File: src/design/rfx_pkg.sv
// Shared constants and types for the clock flag and extension registers
package rfx_pkg;

    // Register addresses on the internal register port
    localparam logic [3:0] RFX_ADDR_EXT = 4'hd;
    localparam logic [3:0] RFX_ADDR_FLAG = 4'he;

    // Flag register bit positions
    localparam int RFX_FLAG_UPDATE = 5;
    localparam int RFX_FLAG_TIMER = 4;
    localparam int RFX_FLAG_ALARM = 3;
    localparam int RFX_FLAG_LOSS = 1;
    localparam int RFX_FLAG_COMP = 0;

    // Extension register bit positions
    localparam int RFX_EXT_TEST = 7;
    localparam int RFX_EXT_ALARM_TGT = 6;
    localparam int RFX_EXT_UPD_SEL = 5;
    localparam int RFX_EXT_TIMER_EN = 4;
    localparam int RFX_EXT_FSEL_HI = 3;
    localparam int RFX_EXT_FSEL_LO = 2;
    localparam int RFX_EXT_TSEL_HI = 1;
    localparam int RFX_EXT_TSEL_LO = 0;

    // Number of sticky flags and their index in the flag vector
    localparam int RFX_NUM_FLAGS = 5;
    localparam int RFX_FI_UPDATE = 4;
    localparam int RFX_FI_TIMER = 3;
    localparam int RFX_FI_ALARM = 2;
    localparam int RFX_FI_LOSS = 1;
    localparam int RFX_FI_COMP = 0;
    // Power-up values of the flags (update, timer, alarm, loss, comp)
    localparam logic [4:0] RFX_FLAG_RESET = 5'h03;

    // Power-up value of the extension register
    localparam logic [7:0] RFX_EXT_RESET = 8'h00;

    // Frequency output selections
    localparam logic [1:0] RFX_FSEL_32K = 2'h0;
    localparam logic [1:0] RFX_FSEL_1K = 2'h1;
    localparam logic [1:0] RFX_FSEL_1HZ = 2'h2;
    localparam logic [1:0] RFX_FSEL_32K_B = 2'h3;

    // Timer source clock selections
    localparam logic [1:0] RFX_TSRC_4096HZ = 2'h0;
    localparam logic [1:0] RFX_TSRC_64HZ = 2'h1;
    localparam logic [1:0] RFX_TSRC_SECOND = 2'h2;
    localparam logic [1:0] RFX_TSRC_MINUTE = 2'h3;

    // Clock rate and automatic output release times
    localparam int RFX_CLK_MHZ = 100;
    localparam int RFX_RELEASE_SEC_US = 500000;
    localparam int RFX_RELEASE_MIN_US = 7813;
    localparam int RFX_RELEASE_W = 26;

    // Frequency output as one-hot code
    typedef enum logic [2:0] {
        RFX_FOUT_32768 = 3'h1,
        RFX_FOUT_1024 = 3'h2,
        RFX_FOUT_1 = 3'h4
    } rfx_fout_type;

    // Timer source as one-hot code
    typedef enum logic [3:0] {
        RFX_SRC_4096 = 4'h1,
        RFX_SRC_64 = 4'h2,
        RFX_SRC_SEC = 4'h4,
        RFX_SRC_MIN = 4'h8
    } rfx_tsrc_type;

    // Event pulses from the clock engines
    typedef struct packed {
        logic update;
        logic timer;
        logic alarm;
        logic data_loss;
        logic comp_stop;
    } rfx_event_type;

    // Register port request from the serial front end
    typedef struct packed {
        logic wr;
        logic [3:0] addr;
        logic [7:0] data;
    } rfx_req_type;

    // Decoded control towards the clock engines
    typedef struct packed {
        logic test_mode;
        logic alarm_target_select;
        logic update_period_select;
        logic timer_run_enable;
        rfx_fout_type fout;
        rfx_tsrc_type tsrc;
    } rfx_ctrl_type;

endpackage

File: src/design/rfx_regs.sv
// Status flag and extension control registers of the clock module
//
// Behaviour
// - Update event sets flag bit 5; held until host writes zero.
// - Timer event sets flag bit 4; held until host writes zero.
// - Alarm event sets flag bit 3; held until host writes zero.
// - Data loss sets flag bit 1; held until zero written; one at power-up.
// - Zero write clears data-loss flag, re-arms; one ignored; host reinits.
// - Compensation stop sets flag bit 0; held until zero; one at power-up.
// - Zero write clears compensation-stop flag; one write ignored.
// - Flag bits 7, 6 and 2 ignore writes and read zero.
// - Extension test and frequency bits read zero after power-up.
// - Test bit clears on STOP, repeated START or bus timeout.
// - Bit 6 picks alarm target: one day of month, zero weekday.
// - Bit 5 picks second (500 ms release) or minute (7.813 ms) update.
// - Writing one to bit 4 starts timer from preset; zero stops it.
// - Bits 3:2 pick output: 32768, 1024, 1 or 32768 Hz.
// - Bits 1:0 pick timer source: 4096 Hz, 64 Hz, second, minute.
`timescale 1ns/1ps
module rfx_regs
    import rfx_pkg::*;
#(
    parameter int RELEASE_SEC_CYCLES = RFX_RELEASE_SEC_US * RFX_CLK_MHZ,
    parameter int RELEASE_MIN_CYCLES = RFX_RELEASE_MIN_US * RFX_CLK_MHZ
) (
    input wire logic clk,
    input wire logic resetn,
    input wire rfx_pkg::rfx_req_type req,
    input wire logic bus_stop,
    input wire logic bus_restart,
    input wire logic bus_timeout,
    input wire rfx_pkg::rfx_event_type events,
    output logic [7:0] rd_data,
    output rfx_pkg::rfx_ctrl_type ctrl,
    output logic timer_start,
    output logic [RFX_RELEASE_W-1:0] output_release_time
);
    import rfx_pkg::*;

    // Register state
    logic [7:0] ext_r;
    logic [7:0] ext_nxt;
    logic [7:0] rd_data_r;
    logic [7:0] rd_data_nxt;
    rfx_ctrl_type ctrl_r;
    rfx_ctrl_type ctrl_nxt;
    logic timer_start_r;
    logic timer_start_nxt;
    logic [RFX_RELEASE_W-1:0] release_r;
    logic [RFX_RELEASE_W-1:0] release_nxt;

    // Address decoding
    logic wr_ext;
    logic wr_flag;
    logic sel_ext;
    logic sel_flag;
    logic test_clear;

    // Flag vector and its set and clear terms
    logic [RFX_NUM_FLAGS-1:0] flag_vec;
    logic [RFX_NUM_FLAGS-1:0] flag_set;
    logic [RFX_NUM_FLAGS-1:0] flag_wdata;
    logic [RFX_NUM_FLAGS-1:0] flag_clr;
    logic [7:0] flag_rd;

    // Frequency output decode
    function automatic rfx_fout_type fout_decode(input logic [1:0] sel);
        rfx_fout_type f;
        f = RFX_FOUT_32768;
        case (sel)
            RFX_FSEL_32K: f = RFX_FOUT_32768;
            RFX_FSEL_1K: f = RFX_FOUT_1024;
            RFX_FSEL_1HZ: f = RFX_FOUT_1;
            RFX_FSEL_32K_B: f = RFX_FOUT_32768;
            default: f = RFX_FOUT_32768;
        endcase
        return f;
    endfunction

    // Timer source decode
    function automatic rfx_tsrc_type tsrc_decode(input logic [1:0] sel);
        rfx_tsrc_type t;
        t = RFX_SRC_4096;
        case (sel)
            RFX_TSRC_4096HZ: t = RFX_SRC_4096;
            RFX_TSRC_64HZ: t = RFX_SRC_64;
            RFX_TSRC_SECOND: t = RFX_SRC_SEC;
            RFX_TSRC_MINUTE: t = RFX_SRC_MIN;
            default: t = RFX_SRC_4096;
        endcase
        return t;
    endfunction

    // Register select from the request address
    assign sel_ext = (req.addr == RFX_ADDR_EXT);
    assign sel_flag = (req.addr == RFX_ADDR_FLAG);
    assign wr_ext = req.wr && sel_ext;
    assign wr_flag = req.wr && sel_flag;

    // Any bus end-of-transfer condition drops the test bit
    assign test_clear = bus_stop || bus_restart || bus_timeout;

    // Event pulses into the flag vector
    assign flag_set[RFX_FI_UPDATE] = events.update;
    assign flag_set[RFX_FI_TIMER] = events.timer;
    assign flag_set[RFX_FI_ALARM] = events.alarm;
    assign flag_set[RFX_FI_LOSS] = events.data_loss;
    assign flag_set[RFX_FI_COMP] = events.comp_stop;

    // Written bits mapped onto the flag vector
    assign flag_wdata[RFX_FI_UPDATE] = req.data[RFX_FLAG_UPDATE];
    assign flag_wdata[RFX_FI_TIMER] = req.data[RFX_FLAG_TIMER];
    assign flag_wdata[RFX_FI_ALARM] = req.data[RFX_FLAG_ALARM];
    assign flag_wdata[RFX_FI_LOSS] = req.data[RFX_FLAG_LOSS];
    assign flag_wdata[RFX_FI_COMP] = req.data[RFX_FLAG_COMP];

    // Only a written zero clears; a written one is ignored
    assign flag_clr = {RFX_NUM_FLAGS{wr_flag}} &
        ~flag_wdata;

    // One sticky cell per flag
    genvar gi;
    generate
        for (gi = 0; gi < RFX_NUM_FLAGS; gi++) begin : g_flag
            rfx_sticky_flag #(
                .RESET_VAL(RFX_FLAG_RESET[gi])
            ) u_flag (
                .clk(clk),
                .resetn(resetn),
                .set(flag_set[gi]),
                .clr(flag_clr[gi]),
                .flag(flag_vec[gi])
            );
        end
    endgenerate

    // Flag register read image, protected bits tied to zero
    always_comb begin
        flag_rd = 8'h00;
        flag_rd[RFX_FLAG_UPDATE] = flag_vec[RFX_FI_UPDATE];
        flag_rd[RFX_FLAG_TIMER] = flag_vec[RFX_FI_TIMER];
        flag_rd[RFX_FLAG_ALARM] = flag_vec[RFX_FI_ALARM];
        flag_rd[RFX_FLAG_LOSS] = flag_vec[RFX_FI_LOSS];
        flag_rd[RFX_FLAG_COMP] = flag_vec[RFX_FI_COMP];
    end

    // Extension register next value; end-of-transfer clear beats a write
    always_comb begin
        ext_nxt = ext_r;
        if (wr_ext) begin
            ext_nxt = req.data;
        end
        if (test_clear) begin
            ext_nxt[RFX_EXT_TEST] = 1'b0;
        end
    end

    // Read data for the addressed register; others read zero
    always_comb begin
        if (sel_ext) begin
            rd_data_nxt = ext_r;
        end else if (sel_flag) begin
            rd_data_nxt = flag_rd;
        end else begin
            rd_data_nxt = 8'h00;
        end
    end

    // Controls decoded from the extension register
    always_comb begin
        ctrl_nxt.test_mode = ext_nxt[RFX_EXT_TEST];
        ctrl_nxt.alarm_target_select = ext_nxt[RFX_EXT_ALARM_TGT];
        ctrl_nxt.update_period_select = ext_nxt[RFX_EXT_UPD_SEL];
        ctrl_nxt.timer_run_enable = ext_nxt[RFX_EXT_TIMER_EN];
        ctrl_nxt.fout = fout_decode(
            ext_nxt[RFX_EXT_FSEL_HI:RFX_EXT_FSEL_LO]);
        ctrl_nxt.tsrc = tsrc_decode(
            ext_nxt[RFX_EXT_TSEL_HI:RFX_EXT_TSEL_LO]);
    end

    // Each write of one to the enable bit reloads the preset
    assign timer_start_nxt = wr_ext && req.data[RFX_EXT_TIMER_EN];

    // Output release time follows the update period choice
    assign release_nxt = ext_nxt[RFX_EXT_UPD_SEL] ?
        RELEASE_MIN_CYCLES[RFX_RELEASE_W-1:0] :
        RELEASE_SEC_CYCLES[RFX_RELEASE_W-1:0];

    // Extension register and derived outputs
    always_ff @(posedge clk) begin
        if (!resetn) begin
            ext_r <= RFX_EXT_RESET;
            ctrl_r <= '{test_mode: 1'b0, alarm_target_select: 1'b0,
                update_period_select: 1'b0, timer_run_enable: 1'b0,
                fout: RFX_FOUT_32768, tsrc: RFX_SRC_4096};
            timer_start_r <= 1'b0;
            release_r <= RELEASE_SEC_CYCLES[RFX_RELEASE_W-1:0];
        end else begin
            ext_r <= ext_nxt;
            ctrl_r <= ctrl_nxt;
            timer_start_r <= timer_start_nxt;
            release_r <= release_nxt;
        end
    end

    // Registered read data
    always_ff @(posedge clk) begin
        if (!resetn) begin
            rd_data_r <= 8'h00;
        end else begin
            rd_data_r <= rd_data_nxt;
        end
    end

    assign rd_data = rd_data_r;
    assign ctrl = ctrl_r;
    assign timer_start = timer_start_r;
    assign output_release_time = release_r;
endmodule

File: src/design/rfx_sticky_flag.sv
// One sticky event flag, set by hardware and cleared by a zero write
`timescale 1ns/1ps
module rfx_sticky_flag #(
    parameter logic RESET_VAL = 1'b0
) (
    input wire logic clk,
    input wire logic resetn,
    input wire logic set,
    input wire logic clr,
    output logic flag
);
    logic flag_r;
    logic flag_nxt;

    // Set wins over a clear in the same cycle, so no event is lost
    assign flag_nxt = set ? 1'b1 : (clr ? 1'b0 : flag_r);

    // Flag storage
    always_ff @(posedge clk) begin
        if (!resetn) begin
            flag_r <= RESET_VAL;
        end else begin
            flag_r <= flag_nxt;
        end
    end

    assign flag = flag_r;
endmodule

File: config.mk
export PLATFORM = sky130hd
export DESIGN_NAME = rfx_regs
export DESIGN_NICKNAME = d
export VERILOG_FILES = /design/src/design/rfx_pkg.sv /design/src/design/rfx_regs.sv /design/src/design/rfx_sticky_flag.sv
export SDC_FILE = /design/constraint.sdc
export NUM_CORES = 1
export LEC_CHECK = 0
export BUFFER_PORTS_ARGS = -buffer_cell sky130_fd_sc_hd__buf_2
export CAP_MARGIN = 20
export CORE_MARGIN = 1.5
export CORE_UTILIZATION = 30
export DETAILED_ROUTE_END_ITERATION = 10
export HOLD_SLACK_MARGIN = 0.1
export PLACE_DENSITY = 0.68
export SLEW_MARGIN = 25
export SYNTH_ARGS = -nofsm -noshare
export SYNTH_HDL_FRONTEND = slang
export SYNTH_SLANG_ARGS = --single-unit
File: constraint.sdc
create_clock -name clk -period 3.9 [get_ports clk]
set_input_delay 0.39 -clock clk [delete_from_list [all_inputs] [get_ports clk]]
set_output_delay 0.39 -clock clk [all_outputs]
set_load 0.005 [all_outputs]
==> results of run 1 <==
## report_power, final
group	switching (W)	internal, W
logic	0.0000286	0.0000196
registers	0.00000266	0.000312
clock network	0.000105	0.000136
## synthesized netlist by cell type (all sizes together), types with 3 or more instances
cell type  number
dfxtp          30
buf            33
and2            4
nand2b          3
a22oi           5
o21ai           7
nand3           4
nor2            7
nand4           4
nand3b          6
nor3            3
mux2i           8
a21oi           4
nand2          11
## cells by family after synthesis
| kind of cell | count (synthesis) |
|---|---|
| AOI/OAI and AO/OA | 21 |
| adders and majority gates | 2 |
| buffers and inverters | 36 |
| DFF | 30 |
| muxes | 10 |
| other | 2 |
| and+or+nand+nor | 48 |
## metal layers
layer	routed length (um)	vias up	global-route usage, %
met2	1340	45	16.9
li1	-	544	-
met5	0	-	0
met4	57	0	5.66
met3	225	4	5.20
met1	1250	495	14.3
## sequential cells by signal (all words and copies together) (netlist names)
signal,cells
ctrl,7
ext_r,8
g_flag.u_flag.flag,5
output_release_time,1
rd_data,8
timer_start,1
## worst reg2reg max path, delay by kind of cell, from the launching register on
| family | cells | cell delay (ps) |
|---|---|---|
| fa+ha+maj | 1 | 270 |
| simple gates | 1 | 140 |
| flops | 1 | 340 |
| mux | 1 | 270 |
## final timing paths
kind | end | slack, ps | depth (start not counted)
max | ctrl[4]$_SDFF_PN1_ | 2160 | 6
min | g_flag[0].u_flag.flag$_SDFFE_PP1P_ | 320 | 2
max reg2reg | ctrl[4]$_SDFF_PN1_ | 2750 | 3
min reg2reg | ext_r[6]$_SDFFE_PN0N_ | 470 | 2
## through the flow
step	power, W	hold slack (ps)	utilization, %	worst slack (ps)
2_1_floorplan	0.000358	444	-	2310
3_3_place_gp	0.000368	456	34.5	1920
3_5_place_dp	0.000369	464	34.5	1870
4_1_cts	0.000610	312	36.4	2160
5_1_grt	0.000635	314	36.4	2110
6_report	0.000603	322	36.4	2160
## layout make-up
cell class / count / area [sq um] / share of cell area, %
clock buffer: 6 / 82.6 / 5.10
inverter: 1 / 3.75 / 0.232
timing repair buffer: 56 / 280 / 17.3
multi-input combinational: 93 / 586 / 36.2
tap: 52 / 65.1 / 4.02
sequential: 30 / 601 / 37.1
==> flow_metrics.env, run 1 <==
export IMPL_status="finished, final reports clean"
export IMPL_drive_gt1_share_pct=36.6
export IMPL_maxSlewViolCount=0
export IMPL_rsz0062_at_grt="no"
export IMPL_cellPowerDensity_nw_per_um2=373
export IMPL_dpl_instance_area_sq_um=1540
export IMPL_wl_per_cell_um=12.1
export IMPL_grt_pass1_wl_um=4400
export IMPL_yosys_area_top_type_share_pct=42.7
export IMPL_dieArea_sq_um=5110
export IMPL_clock_path_buffers=2
export IMPL_fmax_mhz=576
export IMPL_route_detailed_drc=0
export IMPL_layout_nets=212
export IMPL_viasPerCell=4.57
export IMPL_start_util_pct=31.6
export IMPL_grt_pass1_vias=896
export IMPL_place_gp_congestion=0.764
export IMPL_path_buf_inv=1
export IMPL_vdd_drop_max_mv=0.144
export IMPL_cts_setup_buffers=0
export IMPL_ys_async_sr_fraction_pct=0
export IMPL_totalWireLength_um=2870
export IMPL_cts_buffers=5
export IMPL_yosys_cell_types_count=34
export IMPL_syn2layout_area_growth_pct=15.0
export IMPL_synth_yosys_seq_area_share_pct=42.7
export IMPL_crit_chain="buf_2 > nand2b_4 > nor2_4 > mux2_2 > ha_1 > nand2b_1"
export IMPL_synth_simple_area_share_pct=20.0
export IMPL_yosys_area_share_adder_pct=1.78
export IMPL_worst_setup_path_start_kind="input port"
export IMPL_grt_overflow=0
export IMPL_clk_latency_ps=280
export IMPL_cts_repair_resized=0
export IMPL_cts_root_buf="clkbuf_8"
export IMPL_fin_crit_sh_pct=44.5
export IMPL_criticalPathCategory="in2reg"
export IMPL_avgSynthCellArea_sq_um=9.44
export IMPL_fp_dieH_um=71.5
export IMPL_cap_violations=0
export IMPL_cts_htree_levels=2
export IMPL_synthMuxAreaShare_pct=7.30
export IMPL_placementRows=24
export IMPL_power_static_leakage_nw=0.737
export IMPL_hp_class="in2reg"
export IMPL_cts_hold_buffers_added=0
export IMPL_syn_inst=149
export IMPL_worstPathArrival_ps=1880
export IMPL_final_common_cell="buf_2"
export IMPL_synth_area_leader_cell="dfxtp_1"
export IMPL_grt_use_total_pct=11.5
export IMPL_cp_end_kind="register"
export IMPL_ys_ff_latch=30
export IMPL_synth_edff_count=0
export IMPL_crit_path_top_delay_cell="nor2_4"
export IMPL_skew_ps=4.79
export IMPL_ant_nets=0
export IMPL_core_area_sq_um=4440
export IMPL_die_w_um=71.5
export IMPL_hold_violations=0
export IMPL_synth_xor_area_share_pct=0
export IMPL_grt_start_max_net_pins=33
export IMPL_n_antenna_cell=0
export IMPL_design_area_sq_um=1620
export IMPL_pin_count=69
export IMPL_grt_antenna_before_repair=0
export IMPL_path_delay_family="simple AND/OR/NAND/NOR gates"
export IMPL_dr_total_vias=1088
export IMPL_worst_slew_pin_slew_ps=728
export IMPL_final_cells=238
export IMPL_netlist_top_cells_area="dfxtp_1 (43%), buf_4 (16%), mux2i_1 (5.7%), nand3b_1 (3.2%), nand2_1 (2.9%)"
export IMPL_hp_start="events[0]"
export IMPL_synth_compound_area_share_pct=9.34
export IMPL_period_needed_ps=1740
export IMPL_yosysWarnings=0
export IMPL_clkTransAtPathRegs_ps=60
export IMPL_detailed_place_hpwl_um=2070
export IMPL_finalSetupTns_ps=0
export IMPL_cp_startpoint="req[9]"
export IMPL_cp_max_fo=17
export IMPL_dr_pass1_iters=6
export IMPL_cts_sinks=30
export IMPL_synth_area_sq_um=1410
export IMPL_drtIter0Drc=162
export IMPL_dp_cells=232
export IMPL_final_cell_mix="buf_2 (56), dfxtp_1 (30), conb_1 (12)"
export IMPL_tritoncts="built"
export IMPL_portBuffers=56
export IMPL_max_stage_delay_ps=420
export IMPL_max_slew_margin_pct=51.4
export IMPL_required_ps=4050
export IMPL_reg2reg_from="ext_r[3]$_SDFF_PN0_"
export IMPL_synth_top_family_by_area="simple AND/OR/NAND/NOR gates"
export IMPL_synth_flop_cell="dfxtp_1"
export IMPL_fillCellCount=480
export IMPL_setup_violations=0
Power figures use the tool's default switching activity.
==> run 2: changes to the inputs <==
Clock period 3.9 ns to 1.8 ns, I/O delays scaled along.
==> run 2 against run 1 <==
Routed wire length increased by 3.0%. Combinational power rose by 130%. Flip-flop and latch count stayed put. Via count is 2.3% higher. Hold slack worse by 210 ps. Power increased by 110%. Final cell count grew 2.1%. Register-to-register slack got worse by 2100 ps. Clock power increased by 110%. Clock skew about the same. Worst setup slack got worse by 1600 ps. Sequential power grew 120%. Largest cell class unchanged. Highest routed layer unchanged.
==> flow_metrics.env, run 2 (synthesis gave the netlist of run 1 again) <==
export IMPL_status="finished, final reports clean"
export IMPL_grt_pass1_vias=1009
export IMPL_route_detailed_drc=0
export IMPL_core_area_sq_um=4440
export IMPL_worst_setup_path_start_kind="input port"
export IMPL_cp_end_kind="register"
export IMPL_final_common_cell="buf_2"
export IMPL_crit_chain="buf_2 > nand2b_4 > nor2_4 > mux2_2 > ha_1 > nand2b_1"
export IMPL_finalSetupTns_ps=0
export IMPL_placementRows=24
export IMPL_fp_dieH_um=71.5
export IMPL_syn2layout_area_growth_pct=16.9
export IMPL_cts_root_buf="clkbuf_8"
export IMPL_cp_max_fo=5
export IMPL_fin_crit_sh_pct=67.2
export IMPL_dieArea_sq_um=5110
export IMPL_hold_violations=0
export IMPL_portBuffers=56
export IMPL_final_cell_mix="buf_2 (56), dfxtp_1 (30), conb_1 (12)"
export IMPL_pin_count=69
export IMPL_drive_gt1_share_pct=36.6
export IMPL_final_cells=243
export IMPL_grt_antenna_before_repair=0
export IMPL_clock_path_buffers=2
export IMPL_max_stage_delay_ps=360
export IMPL_period_needed_ps=1210
export IMPL_power_static_leakage_nw=0.752
export IMPL_grt_pass1_wl_um=4660
export IMPL_criticalPathCategory="in2reg"
export IMPL_hp_class="in2reg"
export IMPL_cts_sinks=30
export IMPL_worstPathArrival_ps=1380
export IMPL_dp_cells=235
export IMPL_seqCellArea_sq_um=601
export IMPL_path_buf_inv=1
export IMPL_n_antenna_cell=0
export IMPL_skew_ps=4.46
export IMPL_layout_nets=216
export IMPL_multi_input_area_sq_um=586
export IMPL_rsz0062_at_grt="no"
export IMPL_design_area_sq_um=1640
export IMPL_wl_per_cell_um=12.2
export IMPL_cap_violations=0
export IMPL_path_delay_family="simple AND/OR/NAND/NOR gates"
export IMPL_start_util_pct=31.6
export IMPL_cts_htree_levels=2
export IMPL_grt_start_max_net_pins=24
export IMPL_clkTransAtPathRegs_ps=60
export IMPL_ant_nets=0
export IMPL_drtIter0Drc=78
export IMPL_detailed_place_hpwl_um=2190
export IMPL_place_gp_congestion=0.756
export IMPL_die_w_um=71.5
export IMPL_fillCellCount=471
export IMPL_grt_overflow=0
export IMPL_crit_path_top_delay_cell="mux2_2"
export IMPL_cts_buffers=5
export IMPL_grt_use_total_pct=11.7
export IMPL_cellPowerDensity_nw_per_um2=784
export IMPL_dpl_instance_area_sq_um=1560
export IMPL_setup_violations=0
export IMPL_dr_pass1_iters=6
export IMPL_tritoncts="built"
export IMPL_maxSlewViolCount=0
export IMPL_totalWireLength_um=2960
export IMPL_vdd_drop_max_mv=0.206
export IMPL_clk_latency_ps=280
export IMPL_fmax_mhz=826
export IMPL_dr_total_vias=1113
export IMPL_required_ps=1970
export IMPL_viasPerCell=4.58
## run 2: path summary, 6_finish.rpt
check / startpoint / endpoint / slack (ps) / cells after the start
hold / removal: events[0] / g_flag[0].u_flag.flag$_SDFFE_PP1P_ / 110 / 2
setup / recovery: req[9] / ctrl[4]$_SDFF_PN1_ / 590 / 6
setup reg to reg: ext_r[3]$_SDFF_PN0_ / ctrl[4]$_SDFF_PN1_ / 680 / 3
hold reg to reg: ext_r[4]$_SDFFE_PN0N_ / ext_r[4]$_SDFFE_PN0N_ / 480 / 2
## run 2: routing by layer
layer / GRT usage (%) / vias to the layer above / share of wire [%]
li1: - / 551 / -
met1: 14.4 / 508 / 44
met2: 19.0 / 50 / 47
met3: 4.36 / 4 / 7.8
met4: 4.19 / 0 / 1.4
met5: 0 / - / 0
## run 2: power by group
group          internal [W]  switching [W]  leakage [nW]
Clock              0.000265       0.000232        0.0383
Sequential         0.000675     0.00000585         0.243
Combinational     0.0000469      0.0000641         0.470
## run 2: area by class of cell
| cell class | count | share of cell area, % |
|---|---|---|
| Clock buffer | 7 | 4.64 |
| Inverter | 1 | 0.228 |
| Multi-Input combinational cell | 93 | 35.6 |
| Sequential cell | 30 | 36.5 |
| Tap cell | 52 | 3.96 |
| Timing Repair Buffer | 60 | 19.0 |
## run 2: metrics by stage
| step | utilization [%] | hold WS, ps | total power, W | setup WS [ps] |
|---|---|---|---|---|
| 3_3_place_gp | 35.1 | 385 | 0.000802 | 332 |
| 6_report | 37.0 | 108 | 0.00129 | 590 |
| 2_1_floorplan | - | 286 | 0.000775 | 424 |
| 5_1_grt | 37.0 | 108 | 0.00134 | 535 |
| 3_5_place_dp | 35.1 | 381 | 0.000804 | 298 |
| 4_1_cts | 37.0 | 104 | 0.00130 | 600 |
## run 2: timing repair
action                                 4_1_cts  5_1_grt
hold buffers                                 1        0
resized for setup                            0        0
setup buffers                                0        0
endpoints found under the hold margin        1        0
